==> config.mk <==
export PLATFORM = sky130hd
export DESIGN_NAME = frac_synth_divider_control
export DESIGN_NICKNAME = d
export VERILOG_FILES = /design/src/core/synth_pkg.sv /design/src/core/frac_synth_divider_control.sv
export VERILOG_INCLUDE_DIRS = /design/src /design/src/core
export SDC_FILE = /design/constraint.sdc
export NUM_CORES = 1
export LEC_CHECK = 0
export ABC_AREA = 1
export BUFFER_PORTS_ARGS = -buffer_cell sky130_fd_sc_hd__clkbuf_2
export CAP_MARGIN = 20
export CORE_MARGIN = 2
export CORE_UTILIZATION = 35
export DETAILED_ROUTE_END_ITERATION = 8
export PLACE_DENSITY = 0.54
export SLEW_MARGIN = 20
export SYNTH_ARGS = -nofsm -noshare
export SYNTH_HDL_FRONTEND = slang
export SYNTH_SLANG_ARGS = --single-unit
==> constraint.sdc <==
create_clock -name sys_clk -period 9.5 [get_ports sys_clk]
set_input_delay 1.425 -clock sys_clk [delete_from_list [all_inputs] [get_ports sys_clk]]
set_output_delay 1.425 -clock sys_clk [all_outputs]
set_load 0.005 [all_outputs]
==> src/core/synth_defs.svh <==
// Constants for the fractional-N synthesizer control block
//
// Behaviour
// - Charge pump current selectable among thirty-two levels by software.
// - Phase detector compares reference divider output against feedback divider output.
// - Feedback ratio is integer plus numerator over denominator; denominator 1..4194303.
// - Modulator order from integer to fourth, plus selectable dither modes.
// - Writing the frequency trigger register resets the fractional modulator state.
// - Third and fourth pole filter settings apply only in full chip mode.
// - Frequency trigger write in full chip mode starts band calibration, timed by the reference word.
// - Frequency trigger write in full chip mode starts amplitude calibration; temp-comp word picks setting.
// - Output divider takes 2..63; bypass only allowed in full chip mode.
// - Output divider gives input divided by value with 50% duty, odd too.
// - Output state set by enable pin and state word; lock undisturbed.
// - Chip enable low powers down; high with bit 0 up, 1 down.
// - Settings and calibration results are retained through power-down.
// - Writes accepted while powered down, but calibration does not run then.
// - Frequency change starts a timeout holding fastlock for a programmable time.
// - Fastlock drives its pin low and swaps in fastlock gain and resistors.
// - Reference doubler bypasses the reference divider into the phase detector.
`ifndef SYNTH_DEFS_SVH
`define SYNTH_DEFS_SVH
`define SYNC_REF         0
`define SYNC_VCO         1
`define SYNC_CE          2
`define SYNC_OEN         3
`define DIV_MIN          6'h02
`define DIV_SYNC_LO      6'h04
`define DIV_SYNC_HI      6'h05
`define DIV_SETTLE_EDGES 3'h5
`define DEN_MIN          22'h000001
`define REF_DIV_MIN      12'h001
`define AMP_CAL_CYC      12'h040
`define AMP_CODE_NOM     4'h8
`define AMP_CODE_TC      4'hc
`define LFSR_SEED        15'h4a5f
`define OUT_OFF          2'h0
`define OUT_ON           2'h1
`define BAND_MSB         15
`define BAND_LSB         10
`endif

==> src/core/synth_pkg.sv <==
// Types shared by the synthesizer control block
package synth_pkg;
    typedef enum logic [1:0] {
        MODE_FULL     = 2'h0,
        MODE_EXT_VCO  = 2'h1,
        MODE_DIV_ONLY = 2'h2
    } synth_mode_t;
    typedef enum logic [3:0] {
        CAL_IDLE = 4'h1,
        CAL_BAND = 4'h2,
        CAL_AMP  = 4'h4,
        CAL_DONE = 4'h8
    } cal_state_t;
    typedef struct packed {
        synth_mode_t mode;
        logic [11:0] ref_div;
        logic        reference_doubler;
        logic [11:0] reference_freq_word;
        logic [15:0] n_int;
        logic [21:0] numerator;
        logic [21:0] fraction_denominator;
        logic [2:0]  mod_order;
        logic [1:0]  dither_mode;
        logic [4:0]  pump_gain;
        logic [4:0]  fast_settle_pump_gain;
        logic [2:0]  third_pole_resistor;
        logic [2:0]  fourth_pole_resistor;
        logic [2:0]  fast_third_pole_resistor;
        logic [2:0]  fast_fourth_pole_resistor;
        logic [2:0]  third_pole_cap;
        logic [2:0]  fourth_pole_cap;
        logic        amplitude_cal_temp_comp;
        logic [5:0]  vco_div;
        logic        div_bypass;
        logic [1:0]  output_state_word;
        logic [1:0]  oscillator_buffer_gain;
        logic [1:0]  divider_buffer_gain;
        logic [3:0]  output_termination_word;
        logic        soft_powerdown;
        logic [15:0] fast_settle_time;
    } synth_cfg_t;
    typedef struct packed {
        logic [4:0] pump_gain;
        logic [2:0] third_pole_resistor;
        logic [2:0] fourth_pole_resistor;
        logic [2:0] third_pole_cap;
        logic [2:0] fourth_pole_cap;
        logic [5:0] vco_band;
        logic [3:0] amp_code;
        logic       buf_on;
        logic [1:0] oscillator_buffer_gain;
        logic [1:0] divider_buffer_gain;
        logic [3:0] output_termination_word;
    } analog_ctl_t;
endpackage

==> src/core/frac_synth_divider_control.sv <==
// Fractional-N synthesizer digital control: dividers, modulator, cal, fastlock
`timescale 1ns/1ps
`include "synth_defs.svh"
module frac_synth_divider_control (
    // Clock, reset, enable
    input  wire logic                   sys_clk,
    input  wire logic                   sys_rst,
    input  wire logic                   clk_en,
    // Programmed settings and write-complete pulses
    input  wire synth_pkg::synth_cfg_t  cfg,
    input  wire logic                   freq_trig_wr,
    input  wire logic                   div_cfg_wr,
    // Pins
    input  wire logic                   ref_pin,
    input  wire logic                   external_oscillator_input,
    input  wire logic                   chip_enable_pin,
    input  wire logic                   output_enable_pin,
    // Phase detector and modulator
    output logic                        ref_tick_r,
    output logic                        fb_tick_r,
    output logic                        pd_up_r,
    output logic                        pd_dn_r,
    output logic                        mod_reset_r,
    // Analog controls and RF divider
    output synth_pkg::analog_ctl_t      ana_r,
    output logic                        rf_clk_r,
    // Fastlock open-drain pin
    output logic                        fast_settle_out_r,
    output logic                        fast_settle_oe_r,
    // Status
    output logic                        powered_up_r,
    output logic                        cal_busy_r,
    output logic                        cal_done_r,
    output logic                        resync_needed_r
);
    import synth_pkg::*;

    logic [3:0]  sync1_r;
    logic [3:0]  sync2_r;
    logic [3:0]  prev_r;
    logic [11:0] ref_cnt_r;
    logic [16:0] fb_cnt_r;
    logic [22:0] acc_r [4];
    logic [3:0]  d1_r;
    logic [3:0]  d2_r;
    logic [3:0]  d3_r;
    logic [14:0] lfsr_r;
    logic signed [5:0] mod_y_r;
    cal_state_t  cal_state_r;
    cal_state_t  cal_nxt;
    logic [11:0] cal_cnt_r;
    logic [5:0]  band_r;
    logic [3:0]  amp_r;
    logic [15:0] fl_cnt_r;
    logic [15:0] fl_nxt;
    logic [5:0]  div_act_r;
    logic        byp_act_r;
    logic        div_pend_r;
    logic [2:0]  settle_r;
    logic [5:0]  rf_cnt_r;

    // Pin synchronisers; only the second stage is read
    wire [3:0] pins_in = {output_enable_pin, chip_enable_pin,
                          external_oscillator_input, ref_pin};
    wire [3:0] rise = sync2_r & ~prev_r;
    wire [3:0] fall = ~sync2_r & prev_r;

    always_ff @(posedge sys_clk or posedge sys_rst) begin
        if (sys_rst) begin
            sync1_r <= 4'h0;
            sync2_r <= 4'h0;
            prev_r  <= 4'h0;
        end else if (clk_en) begin
            sync1_r <= pins_in;
            sync2_r <= sync1_r;
            prev_r  <= sync2_r;
        end
    end

    // Power and mode decode
    wire pwr_nxt = sync2_r[`SYNC_CE] & ~cfg.soft_powerdown;
    wire is_full = (cfg.mode == MODE_FULL);
    wire pll_on  = powered_up_r & (cfg.mode != MODE_DIV_ONLY);
    wire cal_go  = freq_trig_wr & powered_up_r & is_full;
    wire fl_go   = freq_trig_wr & pll_on;

    // Reference path: doubler uses both edges and skips the divider
    wire [11:0] ref_div_eff = (cfg.ref_div == 12'h000) ? `REF_DIV_MIN
                                                       : cfg.ref_div;
    wire ref_edge = cfg.reference_doubler ? (rise[`SYNC_REF] |
                    fall[`SYNC_REF]) : rise[`SYNC_REF];
    wire ref_last = (ref_cnt_r == ref_div_eff - `REF_DIV_MIN);
    wire ref_wrap = ref_edge & (cfg.reference_doubler | ref_last);

    // Feedback load value: integer word plus modulator offset
    wire [16:0] n_load = {1'b0, cfg.n_int} + {{11{mod_y_r[5]}}, mod_y_r};
    wire [16:0] n_min1 = (n_load == 17'h00000) ? 17'h00000
                                               : n_load - 17'h00001;
    wire fb_wrap = rise[`SYNC_VCO] & (fb_cnt_r == 17'h00000);

    always_ff @(posedge sys_clk or posedge sys_rst) begin
        if (sys_rst) begin
            ref_cnt_r  <= 12'h000;
            fb_cnt_r   <= 17'h00000;
            ref_tick_r <= 1'b0;
            fb_tick_r  <= 1'b0;
        end else if (clk_en) begin
            ref_tick_r <= pll_on & ref_wrap;
            fb_tick_r  <= pll_on & fb_wrap;
            if (!pll_on)
                ref_cnt_r <= 12'h000;
            else if (ref_edge)
                ref_cnt_r <= ref_wrap ? 12'h000 : ref_cnt_r + 12'h001;
            if (!pll_on)
                fb_cnt_r <= 17'h00000;
            else if (rise[`SYNC_VCO])
                fb_cnt_r <= fb_wrap ? n_min1 : fb_cnt_r - 17'h00001;
        end
    end

    // Phase-frequency detector on the two divider outputs
    always_ff @(posedge sys_clk or posedge sys_rst) begin
        if (sys_rst) begin
            pd_up_r <= 1'b0;
            pd_dn_r <= 1'b0;
        end else if (clk_en) begin
            if (!pll_on || (ref_tick_r && fb_tick_r)) begin
                pd_up_r <= 1'b0;
                pd_dn_r <= 1'b0;
            end else if (ref_tick_r) begin
                pd_up_r <= ~pd_dn_r;
                pd_dn_r <= 1'b0;
            end else if (fb_tick_r) begin
                pd_dn_r <= ~pd_up_r;
                pd_up_r <= 1'b0;
            end
        end
    end

    // Modulator: cascade of residue accumulators, one per order
    wire [21:0] den_eff = (cfg.fraction_denominator == 22'h000000) ?
                          `DEN_MIN : cfg.fraction_denominator;
    wire [22:0] dith = (cfg.dither_mode == 2'h1) ? {22'h000000, lfsr_r[0]} :
                       (cfg.dither_mode == 2'h2) ? {19'h00000, lfsr_r[3:0]}
                                                 : 23'h000000;
    logic [3:0]  st_c;
    logic [3:0]  st_en;
    logic [22:0] st_res [4];
    genvar k;
    generate
        for (k = 0; k < 4; k++) begin : g_stage
            wire [22:0] st_in;
            // First stage takes the fraction, later ones the residue above
            if (k == 0) begin : g_head
                assign st_in = {1'b0, cfg.numerator} + dith;
            end else begin : g_tail
                assign st_in = acc_r[k-1];
            end
            wire [23:0] st_sum = {1'b0, acc_r[k]} + {1'b0, st_in};
            wire [23:0] st_dif = st_sum - {2'h0, den_eff};
            // Cap keeps dither from walking the residue out of range
            wire        st_cap = (st_dif >= {2'h0, den_eff});
            assign st_en[k]  = (cfg.mod_order > 3'(k));
            assign st_c[k]   = st_en[k] & (st_sum >= {2'h0, den_eff});
            assign st_res[k] = !st_c[k] ? st_sum[22:0] :
                               st_cap ? {1'b0, den_eff} - 23'h000001
                                      : st_dif[22:0];
        end
    endgenerate

    // Error cancellation: zeroth to third difference of stage carries
    wire signed [5:0] t1 = $signed({5'h00, st_c[0]});
    wire signed [5:0] t2 = $signed({5'h00, st_c[1]})
                         - $signed({5'h00, d1_r[1]});
    wire signed [5:0] t3 = $signed({5'h00, st_c[2]})
                         - $signed({4'h0, d1_r[2], 1'b0})
                         + $signed({5'h00, d2_r[2]});
    wire signed [5:0] t4 = $signed({5'h00, st_c[3]})
                         - $signed({4'h0, d1_r[3], 1'b0})
                         - $signed({5'h00, d1_r[3]})
                         + $signed({4'h0, d2_r[3], 1'b0})
                         + $signed({5'h00, d2_r[3]})
                         - $signed({5'h00, d3_r[3]});
    wire signed [5:0] y_nxt = t1 + t2 + t3 + t4;

    // Modulator steps once per feedback cycle
    always_ff @(posedge sys_clk or posedge sys_rst) begin
        if (sys_rst) begin
            for (int i = 0; i < 4; i++)
                acc_r[i] <= 23'h000000;
            d1_r        <= 4'h0;
            d2_r        <= 4'h0;
            d3_r        <= 4'h0;
            lfsr_r      <= `LFSR_SEED;
            mod_y_r     <= 6'h00;
            mod_reset_r <= 1'b0;
        end else if (clk_en) begin
            mod_reset_r <= freq_trig_wr;
            if (freq_trig_wr) begin
                for (int i = 0; i < 4; i++)
                    acc_r[i] <= 23'h000000;
                d1_r    <= 4'h0;
                d2_r    <= 4'h0;
                d3_r    <= 4'h0;
                lfsr_r  <= `LFSR_SEED;
                mod_y_r <= 6'h00;
            end else if (pll_on && fb_wrap) begin
                for (int i = 0; i < 4; i++)
                    acc_r[i] <= st_en[i] ? st_res[i] : 23'h000000;
                d1_r    <= st_c;
                d2_r    <= d1_r;
                d3_r    <= d2_r;
                lfsr_r  <= {lfsr_r[13:0], lfsr_r[14] ^ lfsr_r[13]};
                mod_y_r <= y_nxt;
            end
        end
    end

    // Calibration sequence: band search, then amplitude
    always_comb begin
        cal_nxt = cal_state_r;
        case (cal_state_r)
            CAL_IDLE: cal_nxt = CAL_IDLE;
            CAL_BAND: if (cal_cnt_r == 12'h000)
                          cal_nxt = CAL_AMP;
            CAL_AMP:  if (cal_cnt_r == 12'h000)
                          cal_nxt = CAL_DONE;
            CAL_DONE: cal_nxt = CAL_DONE;
            default:  cal_nxt = CAL_IDLE;
        endcase
        if (cal_go)
            cal_nxt = CAL_BAND;
        else if (!powered_up_r && cal_state_r != CAL_DONE)
            cal_nxt = CAL_IDLE;
    end

    // Results are never reset by power-down, only by sys_rst
    always_ff @(posedge sys_clk or posedge sys_rst) begin
        if (sys_rst) begin
            cal_state_r <= CAL_IDLE;
            cal_cnt_r   <= 12'h000;
            band_r      <= 6'h00;
            amp_r       <= `AMP_CODE_NOM;
            cal_busy_r  <= 1'b0;
            cal_done_r  <= 1'b0;
        end else if (clk_en) begin
            cal_state_r <= cal_nxt;
            cal_busy_r  <= (cal_nxt == CAL_BAND) || (cal_nxt == CAL_AMP);
            cal_done_r  <= (cal_nxt == CAL_DONE);
            if (cal_go)
                cal_cnt_r <= cfg.reference_freq_word;
            else if (cal_state_r == CAL_BAND && cal_nxt == CAL_AMP) begin
                cal_cnt_r <= `AMP_CAL_CYC;
                band_r    <= cfg.n_int[`BAND_MSB:`BAND_LSB];
            end else if (cal_state_r == CAL_AMP && cal_nxt == CAL_DONE)
                amp_r <= cfg.amplitude_cal_temp_comp ? `AMP_CODE_TC
                                                     : `AMP_CODE_NOM;
            else if (cal_cnt_r != 12'h000)
                cal_cnt_r <= cal_cnt_r - 12'h001;
        end
    end

    // Fastlock timeout
    always_comb begin
        fl_nxt = fl_cnt_r;
        if (!pll_on)
            fl_nxt = 16'h0000;
        else if (fl_go)
            fl_nxt = cfg.fast_settle_time;
        else if (fl_cnt_r != 16'h0000)
            fl_nxt = fl_cnt_r - 16'h0001;
    end
    wire fl_on = (fl_cnt_r != 16'h0000);

    // Analog controls; fastlock swaps gain and resistors
    wire buf_sel = (cfg.output_state_word == `OUT_ON) ||
                   (cfg.output_state_word != `OUT_OFF &&
                    cfg.output_state_word != `OUT_ON &&
                    sync2_r[`SYNC_OEN]);
    analog_ctl_t ana_nxt;
    always_comb begin
        ana_nxt.pump_gain = fl_on ? cfg.fast_settle_pump_gain
                                  : cfg.pump_gain;
        ana_nxt.third_pole_resistor  = !is_full ? 3'h0 :
            fl_on ? cfg.fast_third_pole_resistor
                  : cfg.third_pole_resistor;
        ana_nxt.fourth_pole_resistor = !is_full ? 3'h0 :
            fl_on ? cfg.fast_fourth_pole_resistor
                  : cfg.fourth_pole_resistor;
        ana_nxt.third_pole_cap  = is_full ? cfg.third_pole_cap : 3'h0;
        ana_nxt.fourth_pole_cap = is_full ? cfg.fourth_pole_cap : 3'h0;
        ana_nxt.vco_band = band_r;
        ana_nxt.amp_code = amp_r;
        // Buffer gating leaves the loop alone
        ana_nxt.buf_on = powered_up_r & buf_sel;
        ana_nxt.oscillator_buffer_gain  = cfg.oscillator_buffer_gain;
        ana_nxt.divider_buffer_gain     = cfg.divider_buffer_gain;
        ana_nxt.output_termination_word = cfg.output_termination_word;
    end

    always_ff @(posedge sys_clk or posedge sys_rst) begin
        if (sys_rst) begin
            fl_cnt_r          <= 16'h0000;
            fast_settle_oe_r  <= 1'b0;
            fast_settle_out_r <= 1'b0;
            ana_r             <= '0;
            powered_up_r      <= 1'b0;
        end else if (clk_en) begin
            fl_cnt_r          <= fl_nxt;
            fast_settle_oe_r  <= (fl_nxt != 16'h0000);
            fast_settle_out_r <= 1'b0;
            ana_r             <= ana_nxt;
            powered_up_r      <= pwr_nxt;
        end
    end

    // Output divider: counting both input edges gives 50% duty for odd N.
    // Input is sampled on sys_clk, so it must stay well below 20 MHz.
    wire [5:0] div_eff = (cfg.vco_div < `DIV_MIN) ? `DIV_MIN : cfg.vco_div;
    wire       byp_eff = cfg.div_bypass & is_full;
    wire       vco_edge = rise[`SYNC_VCO] | fall[`SYNC_VCO];
    wire       div_45 = !byp_act_r && (div_act_r == `DIV_SYNC_LO ||
                                       div_act_r == `DIV_SYNC_HI);
    wire       rs_set = div_45 & ((freq_trig_wr & is_full) |
                                  (powered_up_r & ~pwr_nxt));
    wire       rs_clr = div_cfg_wr & powered_up_r;

    always_ff @(posedge sys_clk or posedge sys_rst) begin
        if (sys_rst) begin
            div_act_r       <= `DIV_MIN;
            byp_act_r       <= 1'b0;
            div_pend_r      <= 1'b0;
            settle_r        <= 3'h0;
            rf_cnt_r        <= 6'h00;
            rf_clk_r        <= 1'b0;
            resync_needed_r <= 1'b0;
        end else if (clk_en) begin
            // New set wins over a same-cycle rewrite
            resync_needed_r <= rs_set | (resync_needed_r & ~rs_clr);
            if (div_cfg_wr) begin
                div_pend_r <= 1'b1;
                settle_r   <= `DIV_SETTLE_EDGES;
                rf_cnt_r   <= 6'h00;
            end else if (powered_up_r) begin
                if (div_pend_r && rise[`SYNC_VCO]) begin
                    settle_r <= settle_r - 3'h1;
                    if (settle_r == 3'h1) begin
                        div_act_r  <= div_eff;
                        byp_act_r  <= byp_eff;
                        div_pend_r <= 1'b0;
                    end
                end
                if (byp_act_r)
                    rf_clk_r <= sync2_r[`SYNC_VCO];
                else if (vco_edge) begin
                    if (rf_cnt_r >= div_act_r - 6'h01) begin
                        rf_cnt_r <= 6'h00;
                        rf_clk_r <= ~rf_clk_r;
                    end else
                        rf_cnt_r <= rf_cnt_r + 6'h01;
                end
            end
        end
    end
endmodule

==> impl_metrics.ini, run 1 <==
[grt]
grt_pass1_wl_um = 147900
overflow = 0
antenna_found_initial = 4
grt_pass1_vias = 26027
grt_max_degree = 160
grt.total_usage = 0.2284

[detailed_routing]
vias = 27586
wire_per_inst_um = 17.80
drt_iter0_drc = 2062
drc_errors = 0
avgViaCountPerCell = 5.118
wirelength_um = 95950
first_pass_iters = 6
drtAntennaViolNets = 0

[clock_network]
clkTransAtPathRegs_ps = 50
cts-buffers-inserted = 38
cts_buffer_depth = 3
htreeDepth = 2
cts_setup_buffers = 0
cts_resized = 0
cts_root_buf = clkbuf_16
cts.sinks = 259
cts_tree = yes
clk_latency_ps = 590
hold_buffers = 0

[power]
power_density_nw_per_um2 = 127.6
p_int_w = 0.002543
leakagePower_nw = 16.48
switching_share = 0.3655
finalPower_w = 0.004009
switchingPower_w = 0.001465
p_clk_frac = 0.385
pwr-share-seq = 0.308
combinationalPowerShare = 0.307
ir_worst_vdd_mv = 0.1120

[setup_path]
crit_family = adder cells
worst_setup_path_end_kind = flop
critPathMaxStageDelay_ps = 460
path_common_cell = inv_1
critPathMaxFanout = 7
start_kind = input port
critPathArrivalTime_ps = 9000
path_buf_inv = 11
critical_path_required_ps = 9940
crit_type = input port to flop
crit_slowest_cell = nor4_1

[worst_hold_path]
hold_class = flop to flop

[place]
dp_hpwl_um = 76390
port_buffers = 208
place_congestion = 0.9366
dp_slack_ps = 417.4

[yosys]
synth_edf_count = 0
synth_area_leaders = dfrtp_1 22%, nand2_1 15%, ha_1 15%
yosysTopAreaCell = dfrtp_1
mappedNetlistArea_um2 = 27830
ys_types = 64
postSynthAreaPerCell_um2 = 6.740
synth.yosys.seq_area_share = 0.2334
ys_warn_count = 0
synthCells = 4129
synthArstFlopShare = 1.000
synth_top_area_frac = 0.2230
synth_ff_type = dfrtp_1
ys_seq_elements = 259

[sta]
setup_viol = 0
worst_slack_ps = 936.1
tns_ps = 0
skew_ps = 24.10
period_share = 0.9015
fin_crit_ps = 8564
relSlewSlack = 0.3527
rsz0062_at_grt = false
hold_viol = 0
slew_viol_final = 0
fmax_ghz = 0.1168
worstMarginPinSlew_ps = 970.9

[die]
ios = 212
rows = 103
start_util = 0.3529
die_h_um = 286.0
core-area_um2 = 78870
die_x_um = 286.0
die_area_um2 = 81790

[layout]
drive_above_1_share = 0.08297
fin_nets = 4829
syn2layout_area_growth_pct = 12.89

[status]
status = finished, final reports clean

[run]
max_cap_violations = 0
## registers in the layout, indices dropped and copies added, names as in the netlist, 12 cells and up
name / count
g_stage.st_in: 69
ref_cnt_r: 12
fl_cnt_r: 16
acc_r: 23
ana_r: 34
fb_cnt_r: 17
cal_cnt_r: 12
lfsr_r: 15
## cell usage after synthesis (9+ instances only)
cell,n
a211oi_1,10
a21boi_0,14
a21o_1,28
a21oi_1,277
a31oi_1,19
buf_2,20
clkbuf_1,72
dfrtp_1,248
dfstp_2,11
fa_1,22
ha_1,330
inv_1,408
nand2_1,1118
nand3_1,263
nand3b_1,9
nand4_1,96
nor2_1,413
nor3_1,45
nor4_1,23
o211ai_1,16
o21ai_0,292
o21bai_1,21
o22ai_1,12
or2_2,9
xnor2_1,88
xor2_1,164
## metal layers
metal  GRT usage  part of all wire  up-vias
li1            -                 -    14169
met1      0.3099              0.46    12566
met2      0.3771              0.46      690
met3     0.02352             0.045      157
met4     0.07880             0.035        4
met5           0           0.00024        -
## cells by family (layout without fill, tap and decap cells)
group | count (synthesis) | in the layout | synth area share
AND/OR/NAND/NOR | 1999 | 1999 | 0.3002
AO/OA/AOI/OAI | 741 | 741 | 0.1483
buffers and inverters | 518 | 726 | 0.07171
adder cells (fa/ha/maj) | 352 | 352 | 0.1642
flip-flops | 259 | 259 | 0.2334
XOR/XNOR | 252 | 252 | 0.07931
multiplexers | 7 | 7 | 0.002833
other | 1 | 4 | 0.0001347
## per-stage QoR
step                instance area (um2)  hold WS (ps)  utilization  cells
floorplan                         27840         442.2            -   4131
global placement                  30050         447.0       0.3810   5322
detailed placement                30050         450.7       0.3810   5322
CTS                               31390         468.9       0.3980   5388
global route                      31420         485.3       0.3983   5390
finish                            31420         467.6       0.3983   5390
## cells in the final DEF (no fill, tap or decap), types with 33 or more instances in the layout
cell / netlist / final
nand2_1: 1118 / 1118
nor2_1: 413 / 413
inv_1: 408 / 406
ha_1: 330 / 330
o21ai_0: 292 / 292
a21oi_1: 277 / 277
nand3_1: 263 / 263
dfrtp_1: 248 / 248
clkbuf_2: 0 / 208
xor2_1: 164 / 163
nand4_1: 96 / 96
xnor2_1: 88 / 88
nor3_1: 45 / 45
clkbuf_16: 0 / 38
buf_4: 3 / 33
## cell type report
cell class,instances,area [um2]
repair buffers,243,1336
well taps,1050,1314
fillers,8619,47450
diodes,1,2.502
inverters,417,1574
multi-input cells,3354,19350
clock inverters,21,314.1
clock buffers,45,1027
flip-flops and latches,259,6495
## tightest hold or removal path, delay by kind of cell, from the launching register on
family           cells  cell delay [ps]
flip-flops           1              330
AND/OR/NAND/NOR      2              100
## path summary, 6_finish.rpt
path	start	to	slack (ps)	cells after the start
max	cfg[63]	mod_y_r[4]$_DFFE_PP0P_	940	41
min	band_r[0]$_DFFE_PP0P_	ana_r[13]$_DFFE_PP0P_	470	2
max reg2reg	lfsr_r[1]$_DFFE_PP1P_	mod_y_r[4]$_DFFE_PP0P_	1510	37
min reg2reg	band_r[0]$_DFFE_PP0P_	ana_r[13]$_DFFE_PP0P_	470	2
max in group asynchronous	sys_rst	fl_cnt_r[2]$_DFFE_PP0P_	7160	4
min in group asynchronous	sys_rst	band_r[0]$_DFFE_PP0P_	950	2
## power groups by stage
stage	sequential, W	clock (W)	combinational [W]
2_1_floorplan	0.00124	0	0.000867
3_3_place_gp	0.00125	0	0.00122
3_5_place_dp	0.00125	0	0.00123
4_1_cts	0.00123	0.00160	0.00123
5_1_grt	0.00124	0.00164	0.00141
6_report	0.00123	0.00154	0.00123
(Power assumes the default switching activity.)
==> run 2: changes to the inputs <==
Settings changed: CTS_BUF_LIST set to sky130_fd_sc_hd__clkbuf_8.
==> impl_metrics.ini, run 2 (same netlist as run 1, synthesis figures left out) <==
[detailed_routing]
avgViaCountPerCell = 5.113
drtAntennaViolNets = 0
wirelength_um = 96190
drc_errors = 0
first_pass_iters = 6
wire_per_inst_um = 17.72
vias = 27752
drt_iter0_drc = 2006

[clock_network]
clk_latency_ps = 710
cts_setup_buffers = 0
cts_tree = yes
cts_buffer_depth = 3
cts_root_buf = clkbuf_8
htreeDepth = 2
cts.sinks = 259
clkTransAtPathRegs_ps = 60
cts_resized = 0
hold_buffers = 0
cts-buffers-inserted = 55

[sta]
tns_ps = 0
skew_ps = 41.06
period_share = 0.8890
fmax_ghz = 0.1184
slew_viol_final = 0
hold_viol = 0
relSlewSlack = 0.3589
setup_viol = 0
worstMarginPinSlew_ps = 961.6
fin_crit_ps = 8445
rsz0062_at_grt = false

[status]
status = finished, final reports clean

[layout]
fin_nets = 4846
largest_reg_flops = 69
fillers = 8679
drive_above_1_share = 0.08823
layout_commonest_cell = nand2_1
syn2layout_area_growth_pct = 12.49
multi_input_area_um2 = 19350
final_cell_mix = 1118 x nand2_1, 418 x inv_1, 413 x nor2_1
finalCoreUtilization = 0.3969
seqCellArea_um2 = 6495

[setup_path]
crit_slowest_cell = nor4_1
crit_type = input port to flop
critPathArrivalTime_ps = 8990
worst_setup_path_end_kind = flop
start_kind = input port
critical_path_required_ps = 10050
path_common_cell = inv_1
critPathMaxFanout = 7
critPathMaxStageDelay_ps = 460

[power]
ir_worst_vdd_mv = 0.09751
switchingPower_w = 0.001470
p_int_w = 0.002348
leakagePower_nw = 16.50
p_clk_frac = 0.354
pwr-share-seq = 0.323
power_density_nw_per_um2 = 122.0
switching_share = 0.3850
combinationalPowerShare = 0.323

[die]
die_x_um = 286.0
core-area_um2 = 78870
ios = 212
start_util = 0.3529
die_area_um2 = 81790
rows = 103
die_h_um = 286.0

[place]
port_buffers = 208
place_congestion = 0.9366
dp_hpwl_um = 76390

[grt]
grt.total_usage = 0.2287
overflow = 0
grt_pass1_vias = 26199
grt_max_degree = 160
grt_pass1_wl_um = 148100
antenna_found_initial = 4

[run]
max_cap_violations = 0

[worst_hold_path]
hold_class = flop to flop
-- run 2: final timing paths --
check,from,to,slack [ps],cells past startpoint
worst max register to register,lfsr_r[1]$_DFFE_PP1P_,mod_y_r[4]$_DFFE_PP0P_,1510,37
worst max-delay path,cfg[63],mod_y_r[4]$_DFFE_PP0P_,1050,41
min in group asynchronous,sys_rst,band_r[1]$_DFFE_PP0P_,830,2
worst min register to register,band_r[3]$_DFFE_PP0P_,ana_r[16]$_DFFE_PP0P_,470,2
max in group asynchronous,sys_rst,ana_r[23]$_DFFE_PP0P_,7240,4
worst min-delay path,band_r[3]$_DFFE_PP0P_,ana_r[16]$_DFFE_PP0P_,470,2
-- run 2: routing by layer --
metal,GRT usage,vias up,wire (um)
met1,0.3085,12587,43630
met2,0.3761,761,43950
met4,0.08207,4,3490
met3,0.02663,183,5094
met5,0,-,23
li1,-,14217,-
-- run 2: area by class of cell --
class,count,area share
multi-input combinational,3354,0.6182
tap,1050,0.04196
clock buffer,72,0.03165
antenna,3,0.0002398
timing repair buffer,243,0.04268
clock inverter,30,0.007513
inverter,417,0.05028
sequential,259,0.2075
-- run 2: power groups by stage --
stage | sequential (W) | clock [W] | combinational, W
2_1_floorplan | 0.00124 | 0 | 0.000867
3_3_place_gp | 0.00125 | 0 | 0.00122
3_5_place_dp | 0.00125 | 0 | 0.00123
4_1_cts | 0.00123 | 0.00141 | 0.00123
5_1_grt | 0.00124 | 0.00145 | 0.00141
6_report | 0.00123 | 0.00135 | 0.00123
-- run 2: stage by stage --
stage	instances	hold WS, ps	area, um2	setup slack, ps	power, W
floorplan	4131	442.2	27840	966.4	0.002109
global placement	5322	447.0	30050	653.0	0.002470
detailed placement	5322	450.7	30050	417.4	0.002480
CTS	5424	468.7	31270	1158	0.003877
global route	5426	486.2	31300	435.1	0.004105
finish	5428	469.2	31310	1055	0.003818
-- run 2: critical path, delay by kind of cell --
family | cells | cell delay, ps
AO/OA/AOI/OAI | 6 | 1070
buffers and inverters | 11 | 890
XOR/XNOR | 2 | 360
AND/OR/NAND/NOR | 13 | 1990
adder cells (fa/ha/maj) | 9 | 3250
